File: src/hdl/dttc_defs.vh
// Constants and bit positions for the toggle and thermal control block.
//
// Contract
// - Select bits zero, address 01100: control write
// - Bits five to two enable toggle groups
// - Every channel holds an A and B register
// - B loads only in toggle-enabled groups
// - Strobe alternates source; first strobe picks A
// - Output flips once per update strobe
// - Clearing group bits stops toggling
// - First strobe after disable loads A
// - Thermal shutdown only while bit eight set
// - Over-temperature powers down all amplifiers
// - Stay off until soft power-up or disable
`ifndef DTTC_DEFS_VH
`define DTTC_DEFS_VH
// Address of the control register among the channel address codes.
`define DTTC_CTRL_ADDR 5'h0c
// Register select code that marks a data or control write.
`define DTTC_SEL_DATA 2'h0
// Register select code that marks a write to a B register.
`define DTTC_SEL_B 2'h1
// Control register field positions.
`define DTTC_CR_TOG_LO 2
`define DTTC_CR_TOG_HI 5
`define DTTC_CR_THERM 8
`define DTTC_CR_RESET 16'h0000
// Software register offsets on the plain port.
`define DTTC_OFS_CTRL 4'h0
`define DTTC_OFS_STAT 4'h1
`define DTTC_OFS_IRQ 4'h2
`define DTTC_OFS_MASK 4'h3
// Interrupt status bit positions.
`define DTTC_IRQ_SHUT 0
`define DTTC_IRQ_STROBE 1
`define DTTC_IRQ_BREJ 2
`endif

File: src/hdl/dttc_ctrl.v
// Toggle mode and thermal shutdown control for a 32-channel converter.
//
// The strobed register port and the register offsets were left to the implementer.
`timescale 1ns/1ps
`include "dttc_defs.vh"
module dttc_ctrl #(
   parameter NCH = 32,
   parameter DW = 14
) (
   input wire clk,
   input wire sys_rst,
   input wire host_wr,
   input wire [1:0] host_sel,
   input wire [4:0] channel_address_field,
   input wire [15:0] host_data,
   input wire output_update_strobe,
   input wire over_temp,
   input wire soft_power_up,
   input wire [3:0] reg_addr,
   input wire [15:0] reg_wdata,
   input wire reg_wr,
   input wire reg_rd,
   output reg [15:0] reg_rdata,
   output reg [NCH*DW-1:0] dac_out,
   output reg amp_power_down,
   output wire irq
);
   // ***********************************************************
   // Storage and synchronised inputs
   // ***********************************************************
   reg [DW-1:0] data_a [0:NCH-1];
   reg [DW-1:0] data_b [0:NCH-1];
   reg [15:0] ctrl;
   reg [NCH-1:0] src_b;
   reg shut_latch;
   reg [2:0] irq_stat;
   reg [2:0] irq_mask;
   reg strobe_d;
   wire strobe_s;
   wire temp_s;
   wire [3:0] tog_en;
   wire toggle_group3_enable;
   wire toggle_group2_enable;
   wire toggle_group1_enable;
   wire toggle_group0_enable;
   wire thermal_guard_enable;
   wire strobe_edge;
   wire ctrl_wr;
   wire b_wr;
   wire b_ok;
   wire ctrl_sw_wr;
   wire [15:0] ctrl_wval;
   integer i;
   integer j;

   dttc_sync u_sync_strobe (
      .clk(clk),
      .sys_rst(sys_rst),
      .async_in(output_update_strobe),
      .sync_out(strobe_s)
   );

   dttc_sync u_sync_temp (
      .clk(clk),
      .sys_rst(sys_rst),
      .async_in(over_temp),
      .sync_out(temp_s)
   );

   // ***********************************************************
   // Decode
   // ***********************************************************
   // The strobe is active low; the update happens on its falling edge.
   assign strobe_edge = strobe_d & ~strobe_s;
   assign ctrl_wr = host_wr && (host_sel == `DTTC_SEL_DATA) &&
                    (channel_address_field == `DTTC_CTRL_ADDR);
   assign b_wr = host_wr && (host_sel == `DTTC_SEL_B);
   assign tog_en = ctrl[`DTTC_CR_TOG_HI:`DTTC_CR_TOG_LO];
   assign toggle_group3_enable = tog_en[3];
   assign toggle_group2_enable = tog_en[2];
   assign toggle_group1_enable = tog_en[1];
   assign toggle_group0_enable = tog_en[0];
   assign thermal_guard_enable = ctrl[`DTTC_CR_THERM];
   // Groups of eight channels share one enable bit.
   assign b_ok = tog_en[channel_address_field[4:3]];
   assign ctrl_sw_wr = reg_wr && (reg_addr == `DTTC_OFS_CTRL);
   // A host pin write takes priority over a software write in the same cycle.
   assign ctrl_wval = ctrl_wr ? host_data : reg_wdata;
   assign irq = |(irq_stat & irq_mask);

   // ***********************************************************
   // Data registers
   // ***********************************************************
   // Address 01100 with select zero is the control register, so no A load there.
   // Channel 12 can never load its A register, so the arrays are cleared
   // while reset is held; otherwise that channel would show an unknown code.
   always @(posedge clk) begin
      if (sys_rst) begin
         for (j = 0; j < NCH; j = j + 1) begin
            data_a[j] <= {DW{1'b0}};
            data_b[j] <= {DW{1'b0}};
         end
      end else begin
         if (host_wr && (host_sel == `DTTC_SEL_DATA) && !ctrl_wr) begin
            data_a[channel_address_field] <= host_data[DW-1:0];
         end
         if (b_wr && b_ok) begin
            data_b[channel_address_field] <= host_data[DW-1:0];
         end
      end
   end

   // ***********************************************************
   // Control register and output source selection
   // ***********************************************************
   always @(posedge clk or posedge sys_rst) begin
      if (sys_rst) begin
         ctrl <= `DTTC_CR_RESET;
         // The synchroniser leaves reset low, so a high start here would fake a falling edge.
         strobe_d <= 1'b0;
         src_b <= {NCH{1'b0}};
         dac_out <= {NCH*DW{1'b0}};
      end else begin
         strobe_d <= strobe_s;
         if (ctrl_wr || ctrl_sw_wr) begin
            ctrl <= ctrl_wval;
         end
         if (strobe_edge) begin
            for (i = 0; i < NCH; i = i + 1) begin
               // Source flag says which register the next strobe shows.
               if (tog_en[i/8]) begin
                  dac_out[i*DW +: DW] <= src_b[i] ? data_b[i] : data_a[i];
                  src_b[i] <= ~src_b[i];
               end else begin
                  dac_out[i*DW +: DW] <= data_a[i];
                  src_b[i] <= 1'b0;
               end
            end
         end else begin
            for (i = 0; i < NCH; i = i + 1) begin
               // Disabling a group rearms it so its first strobe shows A.
               if (!tog_en[i/8]) begin
                  src_b[i] <= 1'b0;
               end
            end
         end
      end
   end

   // ***********************************************************
   // Thermal shutdown latch
   // ***********************************************************
   // Soft power-up wins only when the die is cool; a hot die keeps the latch set unless bit eight is cleared.
   always @(posedge clk or posedge sys_rst) begin
      if (sys_rst) begin
         shut_latch <= 1'b0;
      end else if (!thermal_guard_enable) begin
         shut_latch <= 1'b0;
      end else if (temp_s) begin
         shut_latch <= 1'b1;
      end else if (soft_power_up) begin
         shut_latch <= 1'b0;
      end
   end

   always @(posedge clk or posedge sys_rst) begin
      if (sys_rst) begin
         amp_power_down <= 1'b0;
      end else begin
         amp_power_down <= shut_latch;
      end
   end

   // ***********************************************************
   // Interrupt status and register reads
   // ***********************************************************
   // A new event in the clearing cycle keeps its bit set.
   always @(posedge clk or posedge sys_rst) begin
      if (sys_rst) begin
         irq_stat <= 3'h0;
         irq_mask <= 3'h0;
      end else begin
         if (reg_wr && (reg_addr == `DTTC_OFS_MASK)) begin
            irq_mask <= reg_wdata[2:0];
         end
         irq_stat <= (irq_stat & ~((reg_wr && (reg_addr == `DTTC_OFS_IRQ)) ? reg_wdata[2:0] : 3'h0))
                     | {b_wr & ~b_ok, strobe_edge, temp_s & thermal_guard_enable & ~shut_latch};
      end
   end

   always @(posedge clk or posedge sys_rst) begin
      if (sys_rst) begin
         reg_rdata <= 16'h0000;
      end else if (reg_rd) begin
         case (reg_addr)
            `DTTC_OFS_CTRL: reg_rdata <= ctrl;
            `DTTC_OFS_STAT: reg_rdata <= {14'h0000, temp_s, shut_latch};
            `DTTC_OFS_IRQ: reg_rdata <= {13'h0000, irq_stat};
            `DTTC_OFS_MASK: reg_rdata <= {13'h0000, irq_mask};
            default: reg_rdata <= 16'h0000;
         endcase
      end else begin
         reg_rdata <= 16'h0000;
      end
   end
endmodule // dttc_ctrl

File: src/hdl/dttc_sync.v
// Two-stage synchroniser for one asynchronous input level.
`timescale 1ns/1ps
module dttc_sync (
   input wire clk,
   input wire sys_rst,
   input wire async_in,
   output reg sync_out
);
   reg stage1;

   // First stage feeds only the second stage.
   always @(posedge clk or posedge sys_rst) begin
      if (sys_rst) begin
         stage1 <= 1'b0;
         sync_out <= 1'b0;
      end else begin
         stage1 <= async_in;
         sync_out <= stage1;
      end
   end
endmodule // dttc_sync

File: config.mk
export PLATFORM = sky130hd
export DESIGN_NAME = dttc_ctrl
export DESIGN_NICKNAME = d
export VERILOG_FILES = /design/src/hdl/dttc_ctrl.v /design/src/hdl/dttc_sync.v
export VERILOG_INCLUDE_DIRS = /design/src /design/src/hdl
export SDC_FILE = /design/constraint.sdc
export NUM_CORES = 2
export LEC_CHECK = 0
export BUFFER_PORTS_ARGS = -buffer_cell sky130_fd_sc_hd__buf_4
export CORE_MARGIN = 10
export CORE_UTILIZATION = 50
export DETAILED_ROUTE_END_ITERATION = 16
export GPL_TIMING_DRIVEN = 0
export PLACE_DENSITY = 0.77
export RECOVER_POWER = 100
export SETUP_SLACK_MARGIN = 0.05
export SYNTH_ARGS = -nofsm -noshare
export SYNTH_HDL_FRONTEND = slang
export SYNTH_SLANG_ARGS = --single-unit
File: constraint.sdc
create_clock -name clk -period 71.6 [get_ports clk]
set_clock_uncertainty 0.1 [all_clocks]
set_input_delay 14.32 -clock clk [delete_from_list [all_inputs] [get_ports clk]]
set_output_delay 14.32 -clock clk [all_outputs]
set_load 0.01 [all_outputs]
==> results.txt <==
The mean area per synthesized cell is 12.6 µm². Headroom to the max-slew limit came out at -133%. Yosys instantiated no cell more often than edfxtp_1.

The class of the tightest hold or removal check is reg2reg. The detail route stage leaves a number of antenna-violating nets equal to 0. After detailed routing, the average wire length per cell comes to 29.1 µm. The post-route DRC violation count is 0. Synthesis inferred 1421 register bits. The reported max-cap violation count is 27.

The area of the die is 125000 µm². The unique cell type count in the Yosys netlist came out at 45. The sink count of the clock tree is 1421. The timing-limited maximum frequency came out at 0.0421 GHz. The final layout contains 5210 nets. The number of global-route vias before repair is 39300. The highest net fanout along the worst path is 51. The initial core utilization is 50.4%. The end-of-flow core utilization is 58.3%. Sequential elements use 71.7% of the synthesized area.

Setup repair after global routing left no endpoint under its margin. Setup violations remaining at the end of the flow were counted as 0. The violation count after the first detailed-route iteration is 5553. The total clock buffers created by CTS is 144. In this run, synthesis inferred 896 flip-flops with an integrated enable. The final setup TNS came out at 0 ns. Summed over all instances, the cell type with the most area after synthesis is edfxtp_1. The number of search-and-repair iterations in the first detailed-routing pass is 6. The path with the worst hold slack has its endpoint at u_sync_strobe.sync_out.

The power per unit of standard cell area came out at 29.8 nW/µm². For this run the aggregate overflow at the end of global routing stands at 0. The count of cells in the finished layout, fillers not included, comes to 6775. The post-cts resize count is 0. The cell count after placement is 6500. The worst setup slack after layout is 47.83 ns.

The tree is rooted in a clkbuf_16. After detailed routing, the total wire length is 197000 µm. The top flip-flop cell by instance count after synthesis is edfxtp_1. Input and output buffers added on the ports amount to 501. The count of warnings emitted by yosys came out at 0. The combined area of all synthesized cells is 55800 µm². Sorting the synthesized cells by area gives the leading types as edfxtp_1 48%, dfrtp_1 24%, mux2i_1 8.0%. The worst setup path is launched from a primary input.

The nature of the critical path endpoint is an async pin. The pin count of the biggest net entering global routing is 67. The critical path is of the in2async type.

In the synthesized netlist the async set-or-reset flop fraction comes to 36.9%. The net switching power figure is 0.503 mW. The CTS clock-pin slew for the worst setup and hold paths came out at 0.06 ns.

The cell count of the worst reg-to-reg path came out at 7. The final reports fail on capacitance limit, slew limit. The transition at the pin with the smallest max-transition slack is 3.49 ns. The placer congestion estimate came out at 0.943.

The final HPWL from detailed placement came out at 142000 µm. The internal reg-to-reg setup slack came out at 66.75 ns. The vertical die dimension is 354 µm. The ratio of routed vias to standard cells came out at 5.86. The first global-routing pass estimated 277000 µm of wire.

The worst-case IR drop observed on VDD is 19.2 µV. In this run the critical register-to-register path is captured at dac_out[48]. Of the cells placed in the final design, the portion with a size suffix greater than 1 is 5.66%. The H-tree was split into 4 levels. The commonest cells after synthesis are 896 x edfxtp_1, 872 x nor2_1, 548 x nand2_1, 526 x o21ai_0, 525 x dfrtp_1. The post-layout minimum cycle time came out at 23.77 ns. The total internal power is 1.42 mW. The required time at the endpoint of the critical path came out at 71.75 ns. The total number of placement rows came out at 122. Across all hold checks on the routed design, the worst slack comes to 0.249 ns. In this run the critical register-to-register path is launched from u_sync_strobe.sync_out. Summed over all cells, the static leakage comes to 26.4 nW.

The switching power as a share of total power came out at 26.1%. In this run, the combinational gates consume 10.2% of the power. The hold violation count in the final report is 0.

The cell count after synthesis is 4432. The arrival time of data at the critical path endpoint came out at 23.92 ns. The setup slack after placement is 53.96 ns. The area of the core is 111000 µm². The final-report max-slew violation count came to 751. The fraction of power consumed by sequential logic is 50.2%. The worst path uses 33.2% of the clock period. From synthesis to final layout, the design area changed by 15.7%. The initial antenna violation count came out at 15. The worst-skew pair later-pin latency is 0.76 ns.

TritonCTS built the clock tree. The flow ran to the end, but the final reports show violations. The post-CTS repair timing setup buffer count is 0. The startpoint identified for the worst hold timing path is u_sync_strobe.stage1. The number of hold buffers added after CTS was 0. The maximum clock insertion buffer count came out at 3. The cell depth of the worst min-delay path is 0.

517 I/O pins were placed. Across every metal layer, demand over resource in global routing totals 30.6%. Summed over its instances, the top area cell type makes up 48.2% of the synthesized netlist area. The horizontal die dimension came out at 354 µm. The share of power burned in the clock network came out at 39.6%.

The routed via count is 39700.
[registers in the layout, indices dropped and copies added (netlist names)]
name                    count
shut_latch                  1
data_a                    448
ctrl                       16
u_sync_strobe.sync_out      1
strobe_d                    1
dac_out                   448
reg_rdata                  16
data_b                    448
src_b                      32
irq_stat                    3
amp_power_down              1
irq_mask                    3
u_sync_strobe.stage1        1
u_sync_temp.sync_out        1
u_sync_temp.stage1          1
[through the flow]
stage | instance area [µm²] | total power, mW
final | 64600 | 1.93
after CTS | 67100 | 1.95
after global placement | 61500 | 1.20
after floorplan | 55900 | 1.07
after detailed placement | 62300 | 1.21
after global routing | 64500 | 1.98
[routing by layer]
| layer | up-vias | track usage, % | wire (µm) |
|---|---|---|---|
| met5 | - | 0 | 149 |
| li1 | 16700 | - | - |
| met1 | 19600 | 37.1 | 68100 |
| met2 | 2832 | 47.1 | 89400 |
| met3 | 575 | 11.6 | 27100 |
| met4 | 22 | 17.1 | 12300 |
[power groups by stage]
| stage | Combinational (mW) | Sequential (mW) | Clock, mW |
|---|---|---|---|
| final | 0.196 | 0.967 | 0.762 |
| after detailed placement | 0.226 | 0.982 | 0 |
| after global routing | 0.209 | 0.972 | 0.794 |
| after global placement | 0.217 | 0.981 | 0 |
| after floorplan | 0.0822 | 0.990 | 0 |
| after CTS | 0.227 | 0.966 | 0.761 |
[cell type report]
cell class                 instances  area (µm²)
antenna                            6        15.0
buffer                           354        1380
clock buffer                     206        4100
clock inverter                    62         652
fill                            9225       46300
inverter                           3        11.3
multi-input combinational       2667       14200
sequential                      1421       40000
tap                             1488        1860
timing repair buffer             568        2260
[worst max path at each step]
| stage | from | to | slack (ns) | cells after the start |
|---|---|---|---|---|
| final | sys_rst | dac_out[192] | 47.83 | 7 |
| after detailed placement | sys_rst | data_a[25][6] | 53.96 | 5 |
| after floorplan | sys_rst | data_a[31][0] | 32.66 | 3 |
| after CTS | channel_address_field[2] | data_a[20][1] | 54.76 | 7 |
| after global routing | sys_rst | dac_out[192] | 46.21 | 7 |
| after global placement | sys_rst | data_a[31][4] | 17.92 | 4 |
[logic make-up (layout without fill, tap and decap cells)]
| kind of cell | Yosys count | count (layout) | synth area share [%] |
|---|---|---|---|
| and+or+nand+nor | 1618 | 1618 | 11.7 |
| buffers and inverters | 357 | 1193 | 2.80 |
| muxes | 455 | 455 | 8.24 |
| other | 1 | 20 | 0.00672 |
| AOI/OAI and AO/OA | 548 | 548 | 4.99 |
| xor gates and xnor gates | 32 | 32 | 0.502 |
| DFF | 1421 | 1421 | 71.7 |
[cell usage in the layout (no fill, tap or decap), types with 3 or more instances in the layout]
| cell | count |
|---|---|
| clkbuf_4 | 4 |
| o21ai_0 | 526 |
| a31oi_1 | 16 |
| nand2_1 | 548 |
| mux2_2 | 4 |
| nand3b_1 | 6 |
| nand3_1 | 78 |
| and2_0 | 48 |
| clkinv_8 | 4 |
| bufinv_16 | 10 |
| or2_0 | 3 |
| nor4_1 | 16 |
| edfxtp_1 | 896 |
| buf_1 | 6 |
| clkbuf_16 | 148 |
| clkinv_1 | 18 |
| buf_4 | 26 |
| inv_6 | 6 |
| clkbuf_2 | 11 |
| nand2b_1 | 4 |
| diode_2 | 6 |
| mux2i_1 | 448 |
| buf_2 | 32 |
| xnor2_1 | 32 |
| and2_1 | 12 |
| or3_1 | 4 |
| mux4_2 | 3 |
| dfrtp_1 | 525 |
| conb_1 | 14 |
| clkinv_2 | 21 |
| or3b_2 | 4 |
| nor2b_1 | 5 |
| clkbuf_1 | 882 |
| clkbuf_8 | 18 |
| nor2_1 | 872 |
| nor3b_1 | 3 |
[critical path, cell delays in order]
cell	delay [ns]
clkbuf_1	0.29
clkinv_1	0.43
clkbuf_1	1.53
clkbuf_1	1.75
clkbuf_1	1.57
clkbuf_1	1.86
clkbuf_1	2.07
Power figures use the tool's default switching activity.
